### src/verilog/dpc_defines.svh
// Purpose: constants of the drive protection configuration block
// Assumes: 125 MHz system clock, APB register access
// Notes: register byte address is four times the register index
`ifndef DPC_DEFINES_SVH
`define DPC_DEFINES_SVH
`define DPC_CLK_NS 8
`define DPC_MS_NS 1000000
`define DPC_PROBE_UNIT_NS 10
`define DPC_ZM_UNIT_NS 25
`define DPC_IDX_RWY 8'h0D
`define DPC_IDX_OTL 8'h13
`define DPC_IDX_PR1 8'h14
`define DPC_IDX_PR2 8'h15
`define DPC_IDX_TOR 8'h16
`define DPC_IDX_MOD 8'h17
`define DPC_IDX_ZM 8'h18
`define DPC_IDX_SPD 8'h1A
`define DPC_IDX_OVL 8'h1B
`define DPC_IDX_ROT 8'h1C
`define DPC_IDX_STL 8'h21
`define DPC_IDX_STE 8'h22
`define DPC_IDX_TOV 8'h25
`define DPC_IDX_STAT 8'h40
`define DPC_IDX_MASK 8'h41
`define DPC_IDX_SPDMON 8'h42
`define DPC_IDX_LIVE 8'h43
`define DPC_RST_RWY 16'h0001
`define DPC_RST_OTL 16'h0087
`define DPC_RST_PRB 16'h00C8
`define DPC_RST_TOR 16'h0000
`define DPC_RST_MOD 16'h0001
`define DPC_RST_ZM 16'h000F
`define DPC_RST_SPD 16'h0032
`define DPC_RST_OVL 16'h0000
`define DPC_RST_ROT 16'h0032
`define DPC_RST_STL 16'h00C8
`define DPC_RST_STE 16'h0001
`define DPC_RST_TOV 16'h0000
`define DPC_OTL_MIN 16'h0078
`define DPC_OTL_MAX 16'h00AF
`define DPC_PRB_MAX 16'h0276
`define DPC_SEL_MAX 16'h0003
`define DPC_ZM_MAX 16'h001F
`define DPC_FLT_MAX 16'h1388
`define DPC_BIN_MAX 16'h0001
`define DPC_STL_MIN 16'h000A
`define DPC_TOR_FAULT 16'h0001
`define DPC_ST_OTEMP 0
`define DPC_ST_TOFF 1
`define DPC_ST_OVLW 2
`define DPC_ST_OVLF 3
`define DPC_ST_STALL 4
`define DPC_ST_TOVF 5
`define DPC_ST_RWY 6
`define DPC_NST 7
`endif

### src/verilog/dpc_pkg.sv
// Purpose: types of the drive protection configuration block
// Assumes: constants come from dpc_defines.svh
// Notes: all block state is one packed struct
`include "dpc_defines.svh"
package dpc_pkg;
   typedef logic [15:0] dpc_word_t;
   typedef enum logic [3:0] {
      SL_RWY, SL_OTL, SL_PR1, SL_PR2, SL_TOR, SL_MOD, SL_ZM,
      SL_SPD, SL_OVL, SL_ROT, SL_STL, SL_STE, SL_TOV
   } dpc_slot_t;
   typedef dpc_word_t [12:0] dpc_cfg_t;
   typedef struct packed {
      dpc_cfg_t cfg;
      logic [4:0] zm_act;
      logic [3:0] meta;
      logic [3:0] syn;
      logic [2:0] flt;
      logic [2:0][9:0] fcnt;
      logic [16:0] ms_cnt;
      logic [1:0][23:0] lp;
      logic [15:0] stall_cnt;
      logic [`DPC_NST-1:0] ev;
      logic tstat;
      logic fault;
      logic [`DPC_NST-1:0] stat;
      logic [`DPC_NST-1:0] mask;
      logic irq;
      logic pready;
      logic pslverr;
      logic [31:0] prdata;
   } dpc_state_t;
endpackage

### src/verilog/dpc_top.sv
// Purpose: protection and filter settings of a servo drive, on APB
// Assumes: one 125 MHz clock, synchronous active-high reset
// Notes: probe, zero-mark and torque-off pins pass a two-stage synchroniser before use
//
// Implementation choice: the APB register port.
`timescale 1ns/1ps
`include "dpc_defines.svh"
module dpc_top #(
   parameter int MS_CYCLES = `DPC_MS_NS / `DPC_CLK_NS
) (
   input wire logic clk_i,
   input wire logic sys_rst_i,
   input wire logic psel_i,
   input wire logic penable_i,
   input wire logic pwrite_i,
   input wire logic [9:0] paddr_i,
   input wire logic [31:0] pwdata_i,
   output logic [31:0] prdata_o,
   output logic pready_o,
   output logic pslverr_o,
   input wire logic [15:0] module_temp_i,
   input wire logic [15:0] motor_speed_i,
   input wire logic probe_one_i,
   input wire logic probe_two_i,
   input wire logic zero_mark_signal_i,
   input wire logic torque_off_trip_i,
   input wire logic standstill_i,
   input wire logic warm_restart_i,
   input wire logic overload_warn_i,
   input wire logic overload_trip_i,
   input wire logic stall_overheat_i,
   input wire logic turn_overflow_i,
   input wire logic runaway_detect_i,
   output logic overtemp_o,
   output logic probe_one_o,
   output logic probe_two_o,
   output logic zero_mark_o,
   output logic torque_off_status_o,
   output logic torque_off_fault_o,
   output logic motor_overload_warning_o,
   output logic motor_overload_fault_o,
   output logic locked_rotor_fault_o,
   output logic turn_overflow_fault_o,
   output logic runaway_fault_o,
   output logic fault_o,
   output logic [15:0] rotation_speed_o,
   output logic irq_o
);
   localparam logic [16:0] MS_LAST = 17'(MS_CYCLES - 1);

   dpc_pkg::dpc_state_t r;
   dpc_pkg::dpc_state_t n;
   dpc_pkg::dpc_slot_t slot;
   logic [7:0] idx;
   logic cfg_hit;
   logic in_range;
   logic acc_ok;
   logic [31:0] rdval;
   logic [2:0][9:0] thr;
   logic tick;
   logic setup;
   logic done;

   // round up: a filter never passes a pulse shorter than its setting
   for (genvar c = 0; c < 3; c++) begin : g_thr
      localparam int UNIT = (c == 2) ? `DPC_ZM_UNIT_NS : `DPC_PROBE_UNIT_NS;
      logic [15:0] tv;
      assign tv = (c == 2) ? 16'(r.zm_act) :
                  r.cfg[int'(dpc_pkg::SL_PR1) + c];
      assign thr[c] = 10'((32'(tv) * UNIT + `DPC_CLK_NS - 1) /
                          `DPC_CLK_NS);
   end

   // time constant rounded up to a power of two: a shift, no divider
   function automatic logic [3:0] tc_shift(input logic [15:0] tau);
      logic [3:0] k;
      k = 4'h0;
      for (int i = 0; i < 14; i++) begin
         if ((16'h0001 << i) < tau) begin
            k = 4'(i + 1);
         end
      end
      return k;
   endfunction

   assign idx = paddr_i[9:2];
   assign setup = psel_i && !penable_i;
   assign done = psel_i && penable_i && r.pready;
   assign tick = (r.ms_cnt == MS_LAST);

   always_comb begin
      cfg_hit = 1'b1;
      slot = dpc_pkg::SL_RWY;
      case (idx)
         `DPC_IDX_RWY: slot = dpc_pkg::SL_RWY;
         `DPC_IDX_OTL: slot = dpc_pkg::SL_OTL;
         `DPC_IDX_PR1: slot = dpc_pkg::SL_PR1;
         `DPC_IDX_PR2: slot = dpc_pkg::SL_PR2;
         `DPC_IDX_TOR: slot = dpc_pkg::SL_TOR;
         `DPC_IDX_MOD: slot = dpc_pkg::SL_MOD;
         `DPC_IDX_ZM: slot = dpc_pkg::SL_ZM;
         `DPC_IDX_SPD: slot = dpc_pkg::SL_SPD;
         `DPC_IDX_OVL: slot = dpc_pkg::SL_OVL;
         `DPC_IDX_ROT: slot = dpc_pkg::SL_ROT;
         `DPC_IDX_STL: slot = dpc_pkg::SL_STL;
         `DPC_IDX_STE: slot = dpc_pkg::SL_STE;
         `DPC_IDX_TOV: slot = dpc_pkg::SL_TOV;
         default: cfg_hit = 1'b0;
      endcase
   end

   always_comb begin
      in_range = 1'b0;
      unique case (slot)
         dpc_pkg::SL_OTL: in_range = pwdata_i[15:0] >= `DPC_OTL_MIN &&
                                     pwdata_i[15:0] <= `DPC_OTL_MAX;
         dpc_pkg::SL_PR1, dpc_pkg::SL_PR2:
            in_range = pwdata_i[15:0] <= `DPC_PRB_MAX;
         dpc_pkg::SL_TOR, dpc_pkg::SL_MOD:
            in_range = pwdata_i[15:0] <= `DPC_SEL_MAX;
         dpc_pkg::SL_ZM: in_range = pwdata_i[15:0] <= `DPC_ZM_MAX &&
                                    standstill_i;
         dpc_pkg::SL_SPD, dpc_pkg::SL_ROT:
            in_range = pwdata_i[15:0] <= `DPC_FLT_MAX;
         dpc_pkg::SL_STL: in_range = pwdata_i[15:0] >= `DPC_STL_MIN;
         dpc_pkg::SL_RWY, dpc_pkg::SL_OVL, dpc_pkg::SL_STE,
         dpc_pkg::SL_TOV: in_range = pwdata_i[15:0] <= `DPC_BIN_MAX;
      endcase
   end

   always_comb begin
      rdval = 32'h0000_0000;
      acc_ok = 1'b1;
      if (cfg_hit) begin
         rdval = {16'h0000, r.cfg[slot]};
         acc_ok = !pwrite_i || in_range;
      end else begin
         case (idx)
            `DPC_IDX_STAT: rdval = 32'(r.stat);
            `DPC_IDX_MASK: rdval = 32'(r.mask);
            `DPC_IDX_SPDMON: rdval = {16'h0000, r.lp[0][23:8]};
            `DPC_IDX_LIVE: rdval = 32'({r.tstat, r.ev});
            default: acc_ok = 1'b0;
         endcase
         if (pwrite_i && idx != `DPC_IDX_MASK) begin
            acc_ok = 1'b0;
         end
      end
   end

   always_comb begin
      logic [23:0] x;
      logic signed [24:0] dif;
      logic [15:0] tau;
      logic ste;
      logic [`DPC_NST-1:0] clr;
      x = {motor_speed_i, 8'h00};
      dif = '0;
      tau = '0;
      ste = r.cfg[dpc_pkg::SL_STE][0];
      clr = '0;
      n = r;
      n.meta = {torque_off_trip_i, zero_mark_signal_i,
                probe_two_i, probe_one_i};
      n.syn = r.meta;
      // a level must stay past its threshold before the output follows
      for (int c = 0; c < 3; c++) begin
         if (r.syn[c] == r.flt[c]) begin
            n.fcnt[c] = 10'h000;
         end else if (r.fcnt[c] >= thr[c]) begin
            n.flt[c] = r.syn[c];
            n.fcnt[c] = 10'h000;
         end else begin
            n.fcnt[c] = r.fcnt[c] + 10'h001;
         end
      end
      n.ms_cnt = tick ? 17'h00000 : r.ms_cnt + 17'h00001;
      for (int c = 0; c < 2; c++) begin
         tau = (c == 0) ? r.cfg[dpc_pkg::SL_SPD] : r.cfg[dpc_pkg::SL_ROT];
         dif = $signed({x[23], x}) - $signed({r.lp[c][23], r.lp[c]});
         if (tick) begin
            if (tau == 16'h0000) begin
               n.lp[c] = x;
            end else begin
               n.lp[c] = r.lp[c] + 24'(dif >>> tc_shift(tau));
            end
         end
      end
      if (!(stall_overheat_i && ste)) begin
         n.stall_cnt = 16'h0000;
      end else if (tick && r.stall_cnt < r.cfg[dpc_pkg::SL_STL]) begin
         n.stall_cnt = r.stall_cnt + 16'h0001;
      end
      n.ev[`DPC_ST_OTEMP] = module_temp_i >= r.cfg[dpc_pkg::SL_OTL];
      n.ev[`DPC_ST_TOFF] = r.syn[3] &&
                           r.cfg[dpc_pkg::SL_TOR] == `DPC_TOR_FAULT;
      n.tstat = r.syn[3] &&
                r.cfg[dpc_pkg::SL_TOR] != `DPC_TOR_FAULT;
      n.ev[`DPC_ST_OVLW] = overload_warn_i &&
                           !r.cfg[dpc_pkg::SL_OVL][0];
      n.ev[`DPC_ST_OVLF] = overload_trip_i &&
                           !r.cfg[dpc_pkg::SL_OVL][0];
      n.ev[`DPC_ST_STALL] = stall_overheat_i && ste &&
                            r.stall_cnt >= r.cfg[dpc_pkg::SL_STL];
      n.ev[`DPC_ST_TOVF] = turn_overflow_i &&
                           !r.cfg[dpc_pkg::SL_TOV][0];
      n.ev[`DPC_ST_RWY] = runaway_detect_i &&
                          r.cfg[dpc_pkg::SL_RWY][0];
      // the warning alone never drives the fault output
      n.fault = |(n.ev & ~(`DPC_NST'(1) << `DPC_ST_OVLW));
      n.pready = setup;
      n.pslverr = setup && !acc_ok;
      n.prdata = (setup && !pwrite_i) ? rdval : 32'h0000_0000;
      if (done && !r.pslverr) begin
         if (pwrite_i && cfg_hit) begin
            n.cfg[slot] = pwdata_i[15:0];
         end else if (pwrite_i) begin
            n.mask = pwdata_i[`DPC_NST-1:0];
         end else if (idx == `DPC_IDX_STAT) begin
            clr = r.prdata[`DPC_NST-1:0]; // only the bits handed out
         end
      end
      // a new event in the clearing cycle survives the read
      n.stat = (r.stat & ~clr) | (n.ev & ~r.ev);
      n.irq = |(n.stat & n.mask);
      if (warm_restart_i) begin
         n.zm_act = r.cfg[dpc_pkg::SL_ZM][4:0];
      end
      if (sys_rst_i) begin
         n = '0;
         n.cfg[dpc_pkg::SL_RWY] = `DPC_RST_RWY;
         n.cfg[dpc_pkg::SL_OTL] = `DPC_RST_OTL;
         n.cfg[dpc_pkg::SL_PR1] = `DPC_RST_PRB;
         n.cfg[dpc_pkg::SL_PR2] = `DPC_RST_PRB;
         n.cfg[dpc_pkg::SL_TOR] = `DPC_RST_TOR;
         n.cfg[dpc_pkg::SL_MOD] = `DPC_RST_MOD;
         n.cfg[dpc_pkg::SL_ZM] = `DPC_RST_ZM;
         n.cfg[dpc_pkg::SL_SPD] = `DPC_RST_SPD;
         n.cfg[dpc_pkg::SL_OVL] = `DPC_RST_OVL;
         n.cfg[dpc_pkg::SL_ROT] = `DPC_RST_ROT;
         n.cfg[dpc_pkg::SL_STL] = `DPC_RST_STL;
         n.cfg[dpc_pkg::SL_STE] = `DPC_RST_STE;
         n.cfg[dpc_pkg::SL_TOV] = `DPC_RST_TOV;
         n.zm_act = 5'(`DPC_RST_ZM);
      end
   end

   always_ff @(posedge clk_i) begin
      r <= n;
   end

   assign prdata_o = r.prdata;
   assign pready_o = r.pready;
   assign pslverr_o = r.pslverr;
   assign overtemp_o = r.ev[`DPC_ST_OTEMP];
   assign probe_one_o = r.flt[0];
   assign probe_two_o = r.flt[1];
   assign zero_mark_o = r.flt[2];
   assign torque_off_status_o = r.tstat;
   assign torque_off_fault_o = r.ev[`DPC_ST_TOFF];
   assign motor_overload_warning_o = r.ev[`DPC_ST_OVLW];
   assign motor_overload_fault_o = r.ev[`DPC_ST_OVLF];
   assign locked_rotor_fault_o = r.ev[`DPC_ST_STALL];
   assign turn_overflow_fault_o = r.ev[`DPC_ST_TOVF];
   assign runaway_fault_o = r.ev[`DPC_ST_RWY];
   assign fault_o = r.fault;
   assign rotation_speed_o = r.lp[1][23:8];
   assign irq_o = r.irq;
endmodule

### config.mk
export PLATFORM = sky130hd
export DESIGN_NAME = dpc_top
export DESIGN_NICKNAME = d
export VERILOG_FILES = /design/src/verilog/dpc_pkg.sv /design/src/verilog/dpc_top.sv
export VERILOG_INCLUDE_DIRS = /design/src /design/src/verilog
export SDC_FILE = /design/constraint.sdc
export NUM_CORES = 1
export LEC_CHECK = 0
export BUFFER_PORTS_ARGS = -buffer_cell sky130_fd_sc_hd__buf_2
export CAP_MARGIN = 30
export CORE_ASPECT_RATIO = 0.75
export CORE_MARGIN = 8
export CORE_UTILIZATION = 32
export DETAILED_ROUTE_END_ITERATION = 16
export PLACE_DENSITY = 0.46
export SYNTH_ARGS = -nofsm -noshare
export SYNTH_HDL_FRONTEND = slang
export SYNTH_SLANG_ARGS = --single-unit
### constraint.sdc
create_clock -name clk_i -period 10.5 [get_ports clk_i]
set_input_delay 1.575 -clock clk_i [delete_from_list [all_inputs] [get_ports clk_i]]
set_output_delay 1.575 -clock clk_i [all_outputs]
set_load 0.005 [all_outputs]
==> impl_metrics.yaml, run 1 <==
run_status:
  status: "finished clean"
setup_path:
  cp.required_ns: 10.94
  worst-setup-path-type: "primary input to flop"
  crit_fanout: 6
  end_kind: "flop"
  arrival_ns: 8.15
  cp-start-kind: "primary input"
global_route:
  grt_start_max_net_pins: 80
  antenna_found_initial: 3
  grt_pass1_wl_um: 139600
  grt_overflow_total: 0
  grt_usage_pct: 19.04
  grt_pass1_vias: 21610
drt:
  drtPass1Iterations: 5
  wl_per_cell_um: 20.94
  routed_wl_um: 91950
  vias_per_cell: 5.320
  drc: 0
  drt-initial-drc-count: 2212
  vias: 23360
  postRouteAntennaNets: 0
sta:
  setup_viol: 0
  fin_worst_skew_ns: 0.02688
  rsz0062_at_grt: "no"
  relSlewSlack_pct: 32.64
  max_freq_mhz: 129.8
  setup_slack_ns: 2.797
  slew_violations: 0
  post-route-min-period_ns: 7.703
  tightest_slew_ns: 1.010
  hold_slack_ns: 0.4426
  post-route-period-util_pct: 73.37
  setup_tns_ns: 0
  hold_viol: 0
power:
  p_leak_nw: 12.66
  ir_drop_mv: 0.1054
  power_mw: 3.438
  p_per_area_nw_per_um2: 116.3
yosys:
  synth_most_common_cell: "dfxtp_1"
  synthFlopType: "dfxtp_1"
  ys_warn_count: 0
  synth_common_cells: "dfxtp_1, nor2_1, nand2_1"
  synth-edff-count: 0
  synth.largest_area_cell: "dfxtp_1"
  avgSynthCellArea_um2: 8.231
  synth_cells: 3247
  yosysTopAreaCellShare_pct: 28.24
  ys_seq_elements: 377
  ys_seq_area_share_pct: 28.24
  synthArstFlopShare_pct: 0
  syn-cell-area_um2: 26730
  synthTopCellsByArea: "dfxtp_1, ha_1, mux2i_1"
  ys_types: 98
placed_design:
  port_buffers: 118
  dp_slack_ns: 2.274
  place_hpwl_um: 68020
  place.gp.congestion: 0.8537
  place_inst: 4309
die:
  rows: 91
  core_um2: 82430
  die_width_um: 349.7
  start_util_pct: 32.42
  fp.dieH_um: 266.3
  dieArea_um2: 93120
  top_level_ports: 153
clock_network:
  cts.sinks: 377
  h-tree-depth: 2
  clk_pin_slew_ns: 0.06
  cts_max_path_buffers: 3
  postCtsHoldBufs: 0
  cts-resized-gates: 0
  post-cts-setup-buffers: 0
  cts_made_buffers: 45
  cts_tree: "done"
  cts_root_buffer: "clkbuf_16"
  clk_latency_ns: 0.59
layout:
  syn2layout_area_growth_pct: 10.59
  nets: 3547
  multiInputGateArea_um2: 17640
  layout.area.seq_um2: 7547
  fin_cells: 4391
  fillers: 8679
  drive_gt1_share_pct: 10.63
min_path:
  hold_path_class: "flop to flop"
flow_run:
  cap_violations: 0
layer usage:
metal	vias up	track usage [%]	share of wire, %
met5	-	0	0
met4	0	3.179	1.3
met3	72	2.802	6.5
met2	611	26.77	40
met1	11140	30.30	52
li1	11540	-	-
power breakdown:
part | switching, mW | internal [mW]
registers | 0.00611 | 1.44
clock network | 0.661 | 0.934
logic | 0.256 | 0.143
total | 0.923 | 2.52
per-stage QoR:
stage          cell area [um2]  util [%]
5_1_grt                  29550     35.85
6_report                 29560     35.86
4_1_cts                  29510     35.80
2_1_floorplan            26790         -
3_5_place_dp             28050     34.03
3_3_place_gp             28000     33.97
area by class of cell:
type                    count  area share [%]
inverters                 137           1.740
multi-input cells        2516           59.68
flip-flops and latches    377           25.53
repair buffers            165           3.357
well taps                1116           4.724
clock buffers              66           4.419
diodes                      1        0.008466
clock inverters            13          0.5418
sequential cells by signal, indices dropped and copies added, names as in the netlist, 16 cells and up:
register          flops
prdata_o             16
rotation_speed_o     16
r                   293
g_thr.tv             37
critical path: stages:
cell and delay, ns:
buf_2 0.17, ha_1 0.33, nor4b_1 0.53, a2111oi_0 0.32, nor4b_2 0.55, o21ai_0 0.20
and2_1 0.22, xnor2_1 0.15, mux4_2 0.50, nor2_1 0.16, a211oi_1 0.09, a211oi_2 0.32
ha_1 0.35, and3_1 0.17, a211oi_1 0.31, o21ai_0 0.27, a2111oi_0 0.80, o21ai_0 0.35
a41oi_1 0.32, xnor2_1 0.16, mux2i_1 0.21, a31oi_1 0.09
cells by family (layout without fill, tap and decap cells):
kind of cell             Yosys count  count (layout)  synth area share (%)
multiplexers                     270             270                 12.74
other                              1              18               0.01403
adder cells (fa/ha/maj)          215             215                 10.21
AO/OA/AOI/OAI                    759             759                 18.52
buffers and inverters            370             381                 6.189
AND/OR/NAND/NOR                 1096            1096                 18.88
flip-flops                       377             377                 28.24
XOR/XNOR                         159             159                 5.210
placed cells by master (no fill, tap or decap), drive strengths merged, types with 52 or more instances in the layout:
master,instances
inv,137
a21oi,256
nor3,52
nor2,366
o21ai,104
mux4,54
ha,210
mux2i,204
nand2,364
a21o,63
nand3,73
buf,163
xnor2,94
clkbuf,66
xor2,65
dfxtp,377
worst paths after layout:
kind,endpoint,slack (ns),cells after the start,startpoint
max,rotation_speed_o[15],2.80,22,motor_speed_i[0]
min,r[172],0.44,1,r[176]
max reg2reg,rotation_speed_o[15],3.39,22,r[329]
min reg2reg,r[172],0.44,1,r[176]
Power figures use the tool's default switching activity.
==> inputs of run 2 (changes only) <==
- PLACE_DENSITY: 0.46 -> 0.48
- clock period: 10.5 -> 6.79 ns (I/O delays scaled with it)
==> impl_metrics.yaml, run 2 (synthesis gave the netlist of run 1 again) <==
run_status:
  status: "finished clean"
power:
  power_mw: 5.404
  p_seq_share_pct: 41.3
  p_int_mw: 3.944
  ir_drop_mv: 0.1652
  switching_power_mw: 1.460
  clockPowerShare_pct: 46.3
  p_per_area_nw_per_um2: 178.6
  comb_power_share_pct: 12.4
  p_leak_nw: 13.08
  p_sw_share_pct: 27.02
drt:
  routed_wl_um: 93090
  wl_per_cell_um: 20.81
  postRouteAntennaNets: 0
  vias_per_cell: 5.308
  drtPass1Iterations: 5
  vias: 23750
  drc: 0
  drt-initial-drc-count: 2140
layout:
  layout_commonest_cell: "dfxtp_1"
  layout.area.seq_um2: 7547
  nets: 3625
  largest_reg_flops: 293
  fin_cells: 4474
  syn2layout_area_growth_pct: 13.21
  drive_gt1_share_pct: 12.90
  multiInputGateArea_um2: 17650
  final_cell_mix: "dfxtp_1, nand2_1, nor2_1"
  final_core_util_pct: 36.70
  regMostFlops: "r"
  fillers: 8638
  design_area_um2: 30260
clock_network:
  cts_max_path_buffers: 3
  clk_pin_slew_ns: 0.07
  clk_latency_ns: 0.60
  cts_made_buffers: 44
  cts.sinks: 377
  h-tree-depth: 2
  cts_root_buffer: "clkbuf_16"
  post-cts-setup-buffers: 0
  cts_tree: "done"
placed_design:
  place_hpwl_um: 69600
  place_inst: 4390
  place.gp.congestion: 0.8830
  port_buffers: 118
  dp_slack_ns: -0.3204
  dpl_cell_area_um2: 28740
die:
  top_level_ports: 153
  core_um2: 82430
  fp.dieH_um: 266.3
  rows: 91
  start_util_pct: 32.42
  dieArea_um2: 93120
  die_width_um: 349.7
setup_path:
  worst-setup-path-type: "flop to flop"
  reg2reg_from: "r[297]"
  arrival_ns: 6.88
  cp-start-kind: "flop"
  cp.required_ns: 7.27
  startpoint: "r[297]"
  end_kind: "flop"
  crit_fanout: 25
global_route:
  grt_start_max_net_pins: 168
  grt_usage_pct: 19.18
  grt_overflow_total: 0
  antenna_found_initial: 3
  grt_pass1_wl_um: 140400
  grt_pass1_vias: 21960
sta:
  rsz0062_at_grt: "no"
  setup_slack_ns: 0.3902
  setup_viol: 0
  hold_slack_ns: 0.4369
  slew_violations: 0
  setup_tns_ns: 0
  fin_worst_skew_ns: 0.02945
  post-route-min-period_ns: 6.400
  max_freq_mhz: 156.3
  relSlewSlack_pct: 31.60
  tightest_slew_ns: 1.000
  post-route-period-util_pct: 94.25
  hold_viol: 0
min_path:
  hp-start: "r[176]"
  hold_path_class: "flop to flop"
flow_run:
  cap_violations: 0
run 2: per-layer routing:
| layer | part of all wire [%] | global-route usage (%) | vias to the layer above |
|---|---|---|---|
| li1 | - | - | 11700 |
| met1 | 53 | 30.76 | 11310 |
| met2 | 39 | 26.38 | 663 |
| met3 | 7.0 | 3.032 | 77 |
| met4 | 1.4 | 3.478 | 0 |
| met5 | 0 | 0 | - |
run 2: area by class of cell:
cell class / instances / area share (%)
multi-input combinational: 2516 / 58.34
clock inverter: 15 / 0.5872
clock buffer: 67 / 4.363
tap: 1116 / 4.615
inverter: 137 / 1.700
antenna: 2 / 0.01654
sequential: 377 / 24.94
timing repair buffer: 244 / 5.434
run 2: power groups by stage:
stage          registers [mW]  clock network (mW)  logic (mW)
6_report                 2.23                2.50       0.668
5_1_grt                  2.23                2.65       0.734
4_1_cts                  2.23                2.56       0.664
3_5_place_dp             2.28                   0       0.659
3_3_place_gp             2.28                   0       0.660
2_1_floorplan            2.28                   0       0.421
run 2: timing repair:
item	4_1_cts	5_1_grt
hold buffers	0	0
setup endpoints to repair	0	4
resized for setup	0	2
run 2: critical path: stages (launching register included):
cell     delay, ns
dfxtp_1       0.38
or4_1         0.70
or4_4         0.49
a21o_4        0.33
a21oi_4       0.24
or2_1         0.34
buf_4         0.27
mux2i_1       0.25
mux2i_1       0.14
mux2i_1       0.26
a22oi_1       0.16
ha_1          0.37
o21ai_0       0.12
o21a_1        0.25
or4_1         0.55
a21oi_1       0.30
o31ai_1       0.18
o21a_1        0.30
and3b_1       0.20
o41ai_1       0.33
o31ai_1       0.11
run 2: path summary, 6_finish.rpt:
| kind | endpoint | slack [ns] | cells after the start |
|---|---|---|---|
| max | r[97] | 0.39 | 20 |
| min | r[172] | 0.44 | 1 |
| max reg2reg | r[97] | 0.39 | 20 |
| min reg2reg | r[172] | 0.44 | 1 |
